==> src/logic/vrp_pkg.sv <==
`default_nettype none
package vrp_pkg;
  // clock
  localparam int CLK_HZ = 200_000_000;
  localparam int CLK_PERIOD_NS = 5;
  localparam int CLK_MHZ = CLK_HZ / 1_000_000;

  // oscillator select register
  localparam logic [7:0] OSC_REG_ADDR = 8'hf7;
  localparam logic [7:0] OSC_REG_RESET = 8'h00;
  localparam int OSC_USE_REG_BIT = 7;
  localparam int OSC_CODE_W = 5;
  localparam int OSC_STEPS = 32;
  localparam int F_MIN_HZ = 200_000;
  localparam int F_MAX_HZ = 1_000_000;
  localparam int PER_W = 11;

  // phases and rails
  localparam int NPH_MAIN = 4;
  localparam int NPH_ALL = 5;
  localparam int AUX_IDX = 4;
  localparam int NRAIL = 2;

  // timing
  localparam int DETECT_TIME_NS = 30_000;
  localparam int DETECT_CYCLES =
    (DETECT_TIME_NS + CLK_PERIOD_NS - 1) / CLK_PERIOD_NS;
  localparam int OC_LATCH_TIME_NS = 50_000;
  localparam int OC_LATCH_CYCLES =
    (OC_LATCH_TIME_NS + CLK_PERIOD_NS - 1) / CLK_PERIOD_NS;
  localparam int CNT_W = 16;

  // reference dac and soft start
  localparam int DAC_W = 8;
  localparam int DAC_LSB_UV = 6250;
  localparam int LOW_REF_MV = 250;
  localparam logic [DAC_W-1:0] LOW_REF_CODE =
    DAC_W'(LOW_REF_MV * 1000 / DAC_LSB_UV);
  localparam int SLEW_A_MV_US = 10;
  localparam int SLEW_B_MV_US = 20;
  localparam int SLEW_C_MV_US = 30;
  localparam logic [CNT_W-1:0] SLEW_A_CYC =
    CNT_W'(DAC_LSB_UV * CLK_MHZ / (SLEW_A_MV_US * 1000));
  localparam logic [CNT_W-1:0] SLEW_B_CYC =
    CNT_W'(DAC_LSB_UV * CLK_MHZ / (SLEW_B_MV_US * 1000));
  localparam logic [CNT_W-1:0] SLEW_C_CYC =
    CNT_W'(DAC_LSB_UV * CLK_MHZ / (SLEW_C_MV_US * 1000));

  // current codes
  localparam int CUR_W = 10;

  typedef enum logic [1:0] {
    SHED_NONE = 2'b00,
    SHED_4TO1 = 2'b01,
    SHED_2TO1 = 2'b10
  } vrp_shed_t;

  typedef enum logic [2:0] {
    ST_IDLE = 3'b000,
    ST_DETECT = 3'b001,
    ST_SOFT = 3'b010,
    ST_RUN = 3'b011,
    ST_SHUT = 3'b100,
    ST_OVDN = 3'b101
  } vrp_state_t;

  typedef struct packed {
    logic oe;
    logic mid;
    logic high;
  } vrp_drive_t;

  typedef struct packed {
    logic ov;
    logic uv;
    logic oc;
  } vrp_fault_t;

  typedef struct packed {
    logic enable;
    logic [3:1] senseHi;
    logic auxSenseHi;
    logic supplyOk;
    logic [NRAIL-1:0][1:0] slewSel;
    logic [OSC_CODE_W-1:0] oscRes;
    logic [NPH_ALL-1:0] pwmReq;
    logic [NPH_MAIN-1:0] phaseOver;
    logic [NRAIL-1:0] uvTrip;
    logic [NRAIL-1:0] ovTrip;
  } vrp_pins_t;
endpackage
`default_nettype wire

==> src/logic/vrp_phase_ramp.sv <==
`default_nettype none
module vrp_phase_ramp #(
  parameter int CLK_HZ = vrp_pkg::CLK_HZ
) (
  input wire logic clk_sys,
  input wire logic rstn,
  input wire logic [vrp_pkg::OSC_CODE_W-1:0] oscCode,
  input wire logic [1:0] mainLessOne,
  output logic [vrp_pkg::NPH_ALL-1:0] rampSync
);
  import vrp_pkg::*;

  logic [PER_W-1:0] periodTab [OSC_STEPS];
  logic [PER_W-1:0] spaceTab [NPH_MAIN][OSC_STEPS];
  logic [PER_W-1:0] cnt_r;
  logic [PER_W-1:0] period;
  logic [PER_W-1:0] space;
  logic [NPH_ALL-1:0] syncNxt;

  // per-phase period for each of the 32 frequency steps
  for (genvar c = 0; c < OSC_STEPS; c++) begin : g_code
    localparam int FREQ =
      F_MIN_HZ + c * (F_MAX_HZ - F_MIN_HZ) / (OSC_STEPS - 1);
    localparam int PER = CLK_HZ / FREQ;
    assign periodTab[c] = PER_W'(PER);
    for (genvar n = 0; n < NPH_MAIN; n++) begin : g_cnt
      assign spaceTab[n][c] = PER_W'(PER / (n + 1));
    end
  end

  assign period = periodTab[oscCode];
  assign space = spaceTab[mainLessOne][oscCode];

  always_ff @(posedge clk_sys or negedge rstn) begin
    if (!rstn) begin
      cnt_r <= '0;
    end else if (cnt_r >= period - PER_W'(1)) begin
      cnt_r <= '0;
    end else begin
      cnt_r <= cnt_r + PER_W'(1);
    end
  end

  // main ramps equally spaced, aux midway between phases one and two
  for (genvar k = 0; k < NPH_MAIN; k++) begin : g_sync
    assign syncNxt[k] = (2'(k) <= mainLessOne) &&
                        (cnt_r == PER_W'(k) * space);
  end
  assign syncNxt[AUX_IDX] = (cnt_r == (space >> 1));

  always_ff @(posedge clk_sys or negedge rstn) begin
    if (!rstn) begin
      rampSync <= '0;
    end else begin
      rampSync <= syncNxt;
    end
  end
endmodule
`default_nettype wire

==> src/logic/vrp_seq_protect.sv <==
`default_nettype none
module vrp_seq_protect #(
  parameter int DET_CYCLES = vrp_pkg::DETECT_CYCLES,
  parameter int OCL_CYCLES = vrp_pkg::OC_LATCH_CYCLES
) (
  input wire logic clk_sys,
  input wire logic resetn,
  input wire vrp_pkg::vrp_pins_t pinsIn,
  input wire logic [vrp_pkg::NRAIL-1:0][vrp_pkg::DAC_W-1:0] targetCode,
  input wire logic [vrp_pkg::CUR_W-1:0] totalCurrent,
  input wire logic [vrp_pkg::CUR_W-1:0] currentLimit,
  input wire vrp_pkg::vrp_shed_t shedMode,
  input wire logic regWrEn,
  input wire logic [7:0] regAddr,
  input wire logic [7:0] regWrData,
  output logic [7:0] regRdData,
  output vrp_pkg::vrp_drive_t [vrp_pkg::NPH_ALL-1:0] phaseDrive,
  output logic [vrp_pkg::NPH_ALL-1:0] rampSync,
  output logic senseSinkEn,
  output logic compRelease,
  output logic mainGood,
  output logic auxGood,
  output logic [vrp_pkg::NRAIL-1:0][vrp_pkg::DAC_W-1:0] dacCode,
  output vrp_pkg::vrp_fault_t faultStatus
);
  import vrp_pkg::*;

  logic [1:0] rstPipe;
  logic rstn;
  vrp_pins_t pinMeta;
  vrp_pins_t pins;
  logic [1:0] warm_r;
  logic slewTaken_r;
  logic [NRAIL-1:0][1:0] slew_r;
  logic [7:0] oscReg_r;
  logic [OSC_CODE_W-1:0] oscCode;
  vrp_state_t stateR, stateNxt;
  logic [CNT_W-1:0] detCnt_r, ocCnt_r;
  logic detDone, run, en;
  logic [NPH_ALL-1:0] strapR, phaseActive, firedR;
  logic [1:0] mainLessOne;
  logic [CUR_W-1:0] limitScaled;
  logic [CUR_W+1:0] tot2, lim3;
  logic over100, over150, phaseTrip, ocExpire;
  logic ocFault, uvFault, ovFault;
  logic [NRAIL-1:0] railOn, rampDone;
  vrp_fault_t faultR;
  vrp_drive_t [NPH_ALL-1:0] driveNxt, driveR;

  // reset release through two flops
  always_ff @(posedge clk_sys or negedge resetn) begin
    if (!resetn) begin
      rstPipe <= 2'b00;
    end else begin
      rstPipe <= {rstPipe[0], 1'b1};
    end
  end
  assign rstn = rstPipe[1];

  always_ff @(posedge clk_sys or negedge rstn) begin
    if (!rstn) begin
      pinMeta <= '0;
      pins <= '0;
    end else begin
      pinMeta <= pinsIn;
      pins <= pinMeta;
    end
  end

  // slew straps caught once the synchroniser holds real pin levels
  always_ff @(posedge clk_sys or negedge rstn) begin
    if (!rstn) begin
      warm_r <= 2'b00;
      slewTaken_r <= 1'b0;
      slew_r <= '0;
    end else begin
      warm_r <= {warm_r[0], 1'b1};
      if (warm_r[1] && !slewTaken_r) begin
        slewTaken_r <= 1'b1;
        slew_r <= pins.slewSel;
      end
    end
  end

  always_ff @(posedge clk_sys or negedge rstn) begin
    if (!rstn) begin
      oscReg_r <= OSC_REG_RESET;
    end else if (regWrEn && regAddr == OSC_REG_ADDR) begin
      oscReg_r <= regWrData;
    end
  end
  assign oscCode = oscReg_r[OSC_USE_REG_BIT] ?
                   oscReg_r[OSC_CODE_W-1:0] : pins.oscRes;

  // read back shows the code actually in use
  always_ff @(posedge clk_sys or negedge rstn) begin
    if (!rstn) begin
      regRdData <= 8'h00;
    end else if (regAddr == OSC_REG_ADDR) begin
      regRdData <= {oscReg_r[OSC_USE_REG_BIT],
                    {(7 - OSC_CODE_W){1'b0}}, oscCode};
    end else begin
      regRdData <= 8'h00;
    end
  end

  vrp_phase_ramp #(.CLK_HZ(CLK_HZ)) u_ramp (
    .clk_sys(clk_sys),
    .rstn(rstn),
    .oscCode(oscCode),
    .mainLessOne(mainLessOne),
    .rampSync(rampSync)
  );

  assign en = pins.enable;
  assign run = (stateR == ST_SOFT) || (stateR == ST_RUN);
  assign detDone = (detCnt_r == CNT_W'(DET_CYCLES - 1));

  always_ff @(posedge clk_sys or negedge rstn) begin
    if (!rstn) begin
      detCnt_r <= '0;
    end else if (stateR == ST_DETECT) begin
      detCnt_r <= detCnt_r + CNT_W'(1);
    end else begin
      detCnt_r <= '0;
    end
  end

  // strap configuration frozen at end of detection
  always_ff @(posedge clk_sys or negedge rstn) begin
    if (!rstn) begin
      strapR <= '0;
    end else if (!en) begin
      strapR <= '0;
    end else if (stateR == ST_DETECT && detDone) begin
      strapR <= {pins.auxSenseHi, pins.senseHi, 1'b0};
    end
  end

  always_comb begin
    if (strapR[3:1] == 3'b111) begin
      mainLessOne = 2'd0;
    end else if (strapR[3:1] == 3'b101) begin
      mainLessOne = 2'd1;
    end else if (strapR[3]) begin
      mainLessOne = 2'd2;
    end else begin
      mainLessOne = 2'd3;
    end
  end

  for (genvar k = 0; k < NPH_MAIN; k++) begin : g_act
    // the strap alone decides: two-phase mode keeps phases one and three
    assign phaseActive[k] = !strapR[k];
  end
  assign phaseActive[AUX_IDX] = !strapR[AUX_IDX];
  assign railOn = {!strapR[AUX_IDX], 1'b1};

  always_comb begin
    unique case (shedMode)
      SHED_4TO1: limitScaled = currentLimit >> 2;
      SHED_2TO1: limitScaled = currentLimit >> 1;
      default: limitScaled = currentLimit;
    endcase
  end
  assign tot2 = {1'b0, totalCurrent, 1'b0};
  assign lim3 = {1'b0, limitScaled, 1'b0} + {2'b00, limitScaled};
  assign over100 = totalCurrent > limitScaled;
  assign over150 = tot2 > lim3;
  assign phaseTrip = (|(pins.phaseOver & phaseActive[NPH_MAIN-1:0])) &&
                     (dacCode[0] < LOW_REF_CODE);
  assign ocExpire = (ocCnt_r == CNT_W'(OCL_CYCLES - 1));

  always_ff @(posedge clk_sys or negedge rstn) begin
    if (!rstn) begin
      ocCnt_r <= '0;
    end else if (run && over100 && !ocExpire) begin
      ocCnt_r <= ocCnt_r + CNT_W'(1);
    end else if (!(run && over100)) begin
      ocCnt_r <= '0;
    end
  end

  assign ocFault = run && (over150 || phaseTrip ||
                           (over100 && ocExpire));
  assign uvFault = (stateR == ST_RUN) && |(pins.uvTrip & railOn);
  assign ovFault = run && |(pins.ovTrip & railOn);

  always_comb begin
    stateNxt = stateR;
    if (!en) begin
      stateNxt = ST_IDLE;
    end else begin
      unique case (stateR)
        ST_IDLE: if (pins.supplyOk) stateNxt = ST_DETECT;
        ST_DETECT: begin
          if (!pins.supplyOk) stateNxt = ST_IDLE;
          else if (detDone) stateNxt = ST_SOFT;
        end
        ST_SOFT: begin
          if (!pins.supplyOk) stateNxt = ST_IDLE;
          else if (ovFault) stateNxt = ST_OVDN;
          else if (ocFault) stateNxt = ST_SHUT;
          else if (&rampDone) stateNxt = ST_RUN;
        end
        ST_RUN: begin
          if (!pins.supplyOk) stateNxt = ST_IDLE;
          else if (ovFault) stateNxt = ST_OVDN;
          else if (ocFault || uvFault) stateNxt = ST_SHUT;
        end
        ST_SHUT: stateNxt = ST_SHUT;
        ST_OVDN: stateNxt = ST_OVDN;
        default: stateNxt = ST_IDLE;
      endcase
    end
  end

  always_ff @(posedge clk_sys or negedge rstn) begin
    if (!rstn) begin
      stateR <= ST_IDLE;
    end else begin
      stateR <= stateNxt;
    end
  end

  always_ff @(posedge clk_sys or negedge rstn) begin
    if (!rstn) begin
      faultR <= '0;
    end else if (!en) begin
      faultR <= '0;
    end else begin
      faultR.ov <= faultR.ov | ovFault;
      faultR.uv <= faultR.uv | uvFault;
      faultR.oc <= faultR.oc | ocFault;
    end
  end
  assign faultStatus = faultR;

  // per-rail soft start counter
  for (genvar r = 0; r < NRAIL; r++) begin : g_rail
    logic [CNT_W-1:0] stepCnt_r;
    logic [CNT_W-1:0] stepLen;
    logic tick;
    logic railOff;
    assign stepLen = (slew_r[r] == 2'd0) ? SLEW_A_CYC :
                     (slew_r[r] == 2'd1) ? SLEW_B_CYC : SLEW_C_CYC;
    assign tick = (stepCnt_r >= stepLen - CNT_W'(1));
    assign railOff = !railOn[r];
    assign rampDone[r] = railOff || (dacCode[r] == targetCode[r]);
    always_ff @(posedge clk_sys or negedge rstn) begin
      if (!rstn) begin
        stepCnt_r <= '0;
        dacCode[r] <= '0;
      end else if (!(run || stateR == ST_OVDN) || railOff) begin
        stepCnt_r <= '0;
        dacCode[r] <= '0;
      end else begin
        stepCnt_r <= tick ? '0 : stepCnt_r + CNT_W'(1);
        if (tick) begin
          if (stateR == ST_OVDN) begin
            if (dacCode[r] != '0) dacCode[r] <= dacCode[r] - DAC_W'(1);
          end else if (dacCode[r] < targetCode[r]) begin
            dacCode[r] <= dacCode[r] + DAC_W'(1);
          end else if (dacCode[r] > targetCode[r]) begin
            dacCode[r] <= dacCode[r] - DAC_W'(1);
          end
        end
      end
    end
  end

  // tri-level drive per phase
  for (genvar k = 0; k < NPH_ALL; k++) begin : g_drv
    always_ff @(posedge clk_sys or negedge rstn) begin
      if (!rstn) begin
        firedR[k] <= 1'b0;
      end else if (!run) begin
        firedR[k] <= 1'b0;
      end else if (pins.pwmReq[k]) begin
        firedR[k] <= 1'b1;
      end
    end
    always_comb begin
      driveNxt[k] = '{oe: 1'b1, mid: 1'b0, high: 1'b0};
      if (stateR == ST_DETECT) begin
        driveNxt[k].mid = (k != 0);
      end else if (stateR != ST_IDLE && !phaseActive[k]) begin
        driveNxt[k].oe = 1'b0;
      end else if (run) begin
        if (!firedR[k] && !pins.pwmReq[k]) begin
          driveNxt[k].mid = 1'b1;
        end else begin
          driveNxt[k].high = pins.pwmReq[k];
        end
      end
    end
  end

  always_ff @(posedge clk_sys or negedge rstn) begin
    if (!rstn) begin
      driveR <= '0;
      mainGood <= 1'b0;
      auxGood <= 1'b0;
    end else begin
      driveR <= driveNxt;
      mainGood <= (stateNxt == ST_RUN);
      auxGood <= (stateNxt == ST_RUN) && railOn[1];
    end
  end
  assign phaseDrive = driveR;
  assign senseSinkEn = (stateR == ST_DETECT);
  assign compRelease = run;
endmodule
`default_nettype wire

==> config.mk <==
export PLATFORM = sky130hd
export DESIGN_NAME = vrp_seq_protect
export DESIGN_NICKNAME = d
export VERILOG_FILES = /design/src/logic/vrp_pkg.sv /design/src/logic/vrp_phase_ramp.sv /design/src/logic/vrp_seq_protect.sv
export SDC_FILE = /design/constraint.sdc
export NUM_CORES = 1
export LEC_CHECK = 0
export ABC_AREA = 1
export BUFFER_PORTS_ARGS = -buffer_cell sky130_fd_sc_hd__buf_2
export CORE_UTILIZATION = 50
export CTS_BUF_LIST = sky130_fd_sc_hd__clkbuf_4
export DETAILED_ROUTE_END_ITERATION = 8
export PLACE_DENSITY = 0.72
export SLEW_MARGIN = 40
export SYNTH_ARGS = -nofsm -noshare
export SYNTH_HDL_FRONTEND = slang
export SYNTH_HIERARCHICAL = 1
export SYNTH_SLANG_ARGS = --single-unit
==> constraint.sdc <==
create_clock -name clk_sys -period 6.6 [get_ports clk_sys]
set_input_delay 0.99 -clock clk_sys [delete_from_list [all_inputs] [get_ports clk_sys]]
set_output_delay 0.99 -clock clk_sys [all_outputs]
set_load 0.05 [all_outputs]
==> results by group <==
Power
  – Total power: 3.73 mW
  – LEAKAGE: 7.94 nW
  – Cell Pwr Density: 244 mW/mm2
  – VDD IR max: 0.160 mV

STA
  – Final min period: 5.11 ns
  – Slew headroom: 0.432
  – Final setup fails: 0
  – Clock skew: 0.0598 ns
  – Final Cycle Share: 0.774
  – Setup TNS: 0 ns
  – Endpoints failing hold: 0
  – Slew Limit Fails: 0
  – Max Clk Rate: 0.196 GHz
  – Worst-margin pin slew: 0.849 ns
  – RSZ-0062 raised after global routing: no
  – Final setup margin: 1.49 ns

CTS
  – H-tree depth: 2
  – CTS clk-pin slew, worst paths: 0.07 ns
  – Worst-case clock buffer depth: 3
  – Root buffer cell: clkbuf_4
  – Clock sink count: 204
  – CTS tree: yes
  – Post-CTS Setup Repair Bufs: 0
  – Clk_lat worst skew: 0.67 ns
  – Resized cells post-CTS: 0
  – Post-CTS Hold Fix Bufs: 0
  – CTS buffer count: 53

Min path
  – Min-Delay Path Class: in -> async

Synthesis
  – Simple-gate share of the synthesized area: 0.305
  – Post-synth ARST share: 1.00
  – Largest family of logic cells by synthesized area: simple AND/OR/NAND/NOR gates
  – Synth Instances: 1,835
  – Mux contribution to synthesized area: 0.00328
  – Yosys top cell by area: dfrtp_1
  – Synth cell types: 61
  – Top cells by area, synth: dfrtp_1, nand2_1, ha_1
  – FF+latch count, synth: 204
  – Adder-cell area share of the yosys netlist: 0.0962
  – Register area share after synthesis: 0.372
  – Top post-synthesis cells by count: nand2_1, inv_1, dfrtp_1
  – Synth Area in Compound Gates: 0.0940
  – Syn_area_per_cell: 7.49 um2
  – Synth Cell Area: 0.0137 mm2
  – Post-Synth XOR/XNOR Area: 0.0402
  – Post-synth top area share: 0.372
  – Yosys warning total: 6
  – Most common cell in the synthesized netlist: nand2_1
  – Synth Flop Type: dfrtp_1
  – Post-synth EDFFs: 0

GRT
  – Gr ovfl total: 0
  – Number of global-route vias before repair: 12.3k
  – Initial antenna violation count: 1
  – Total global-route track usage: 0.249
  – Largest net degree at the start of global routing: 82
  – First-pass GRT wire length: 57.3 mm

Setup path
  – Crit-path cells: o21ai_0 -> clkinv_1 -> inv_2 -> nor2_2 -> a21oi_1 -> nand2_1 -> o21ai_1 -> ha_1 -> nand2_1 -> nor2_2 -> nand3_1 -> xnor2_1 -> ha_1 -> a21oi_1 -> nor2_1 -> a211oi_1 -> nand4_1 -> nor3b_1
  – Levels on crit path: 18
  – Startpoint Class: flip-flop
  – Max stage delay on crit path: 0.71 ns
  – Crit-path max FO: 22
  – CP Data Required Time: 7.13 ns
  – Worst EP arrival: 5.64 ns
  – CP Buf/Inv Count: 2
  – Top delay family on crit path: simple AND/OR/NAND/NOR gates
  – Critical path capture point type: flip-flop
  – FF-to-FF path depth: 18
  – Critical path type: reg -> reg
  – Slowest CP cell: clkinv_1

Placement
  – Pre-CTS WS: 1.62 ns
  – # port buffers: 131
  – Final GP Congestion: 0.995
  – Detail Placement HPWL: 25.4 mm

Floorplan
  – Die area: 0.0281 mm2
  – Core area: 0.0270 mm2
  – Die Wd: 168 um
  – Io pins: 136
  – Chip height: 168 um
  – FP Rows: 60
  – Starting Density: 0.510

Finish
  – Fin util: 0.567
  – # fillers: 2,548
  – P&R area growth vs syn: 11.3%
  – Final nets: 2,185
  – Register Area: 0.00511 mm2
  – Multi-input logic area: 0.00748 mm2
  – Layout cells sized above 1: 0.151

Drt
  – Vias/cell: 5.34
  – Final wirelength: 34.2 mm
  – Remaining DRCs: 0
  – Via count: 12.7k
  – Detail Route Antenna Nets: 0
  – Pre-Repair DR Iteration Count: 5
  – Iter 0 DRT Violations: 845
  – DR WL/cell: 14.4 um

Flow run
  – Max-Cap Viols: 0

Status
  – Status: finished, final reports clean
==> sequential cells by signal, summed over array words and instances (netlist names) <==
signal            flops
phaseDrive           14
ocCnt_r              16
regRdData             6
u_ramp/cnt_r         11
en                    1
faultStatus           3
auxGood               1
detCnt_r             16
dacCode              16
pins                 27
stateR                3
strapR                4
rstPipe               2
pinMeta              28
slew_r                4
slewTaken_r           1
warm_r                2
u_ramp/rampSync       5
oscReg_r              6
firedR                5
g_rail.stepCnt_r     32
mainGood              1
==> area by class of cell <==
class | instances | share of cell area
multi-input combinational | 1360 | 0.490
sequential | 204 | 0.334
inverter | 236 | 0.0579
timing repair buffer | 140 | 0.0478
clock buffer | 69 | 0.0339
tap | 341 | 0.0279
clock inverter | 22 | 0.00851
antenna | 1 | 0.000164
==> worst reg2reg max path: stages, from the launching register on <==
cell	delay, ns
dfrtp_1	0.48
o21ai_0	0.27
clkinv_1	0.71
inv_2	0.68
nor2_2	0.17
a21oi_1	0.17
nand2_1	0.07
o21ai_1	0.18
ha_1	0.24
nand2_1	0.07
nor2_2	0.16
nand3_1	0.11
xnor2_1	0.19
ha_1	0.29
a21oi_1	0.14
nor2_1	0.06
a211oi_1	0.19
nand4_1	0.48
nor3b_1	0.35
==> through the flow <==
| stage | instance area (um2) | instances | hold WS (ns) |
|---|---|---|---|
| final | 15300 | 2373 | 0.101 |
| after global routing | 15300 | 2373 | 0.0413 |
| after CTS | 15300 | 2372 | 0.0518 |
| after detailed placement | 14600 | 2281 | 0.335 |
| after global placement | 14600 | 2281 | 0.332 |
| after floorplan | 13800 | 1855 | 0.331 |
==> layer usage <==
metal	vias up	part of all wire	GRT usage
li1	6311	-	-
met5	-	0	0
met2	441	0.46	0.414
met3	85	0.064	0.0416
met1	5825	0.44	0.318
met4	0	0.033	0.113
==> where the power goes <==
group          switching, mW  internal (mW)  total [mW]  leakage [nW]
registers             0.0839           1.31        1.40          2.59
logic                  0.832          0.456        1.29          4.96
clock network          0.509          0.533        1.04         0.392
total                   1.42           2.30        3.73          7.94
==> layout by cell type, fill, tap and decap left out, drive strengths merged, types with 4 or more instances in the layout <==
cell type    n
a211oi       7
a21oi       97
a31oi        7
buf        140
clkbuf      69
clkinv      23
conb        23
dfrtp      204
ha         104
inv        234
mux2         4
nand2      464
nand3      146
nand3b       9
nand4       43
nor2       193
nor3        48
nor3b        9
nor4        13
o211ai       6
o21ai       80
o21bai       4
or2         11
xnor2       14
xor2        49
==> path summary, 6_finish.rpt <==
path	from	end	slack, ns
setup / recovery	oscReg_r[7]$_DFFE_PN0P_	u_ramp/cnt_r[4]$_DFF_PN0_	1.49
hold / removal	resetn	rstPipe[0]$_DFF_PN0_	0.10
setup reg to reg	oscReg_r[7]$_DFFE_PN0P_	u_ramp/cnt_r[4]$_DFF_PN0_	1.49
hold reg to reg	pinMeta[16]$_DFF_PN0_	pins[16]$_DFF_PN0_	0.34
max in group asynchronous	rstPipe[1]$_DFF_PN0_	regRdData[2]$_DFF_PN0_	5.06
min in group clk_sys	pinMeta[16]$_DFF_PN0_	pins[16]$_DFF_PN0_	0.34
==> kinds of logic after synthesis <==
kind of cell    Yosys count
simple gates            940
buf+inv                 291
compound gates          225
flops                   204
fa+ha+maj               105
xor+xnor                 63
mux                       4
other cells               3
No activity file was read; power rests on OpenSTA's default activity.
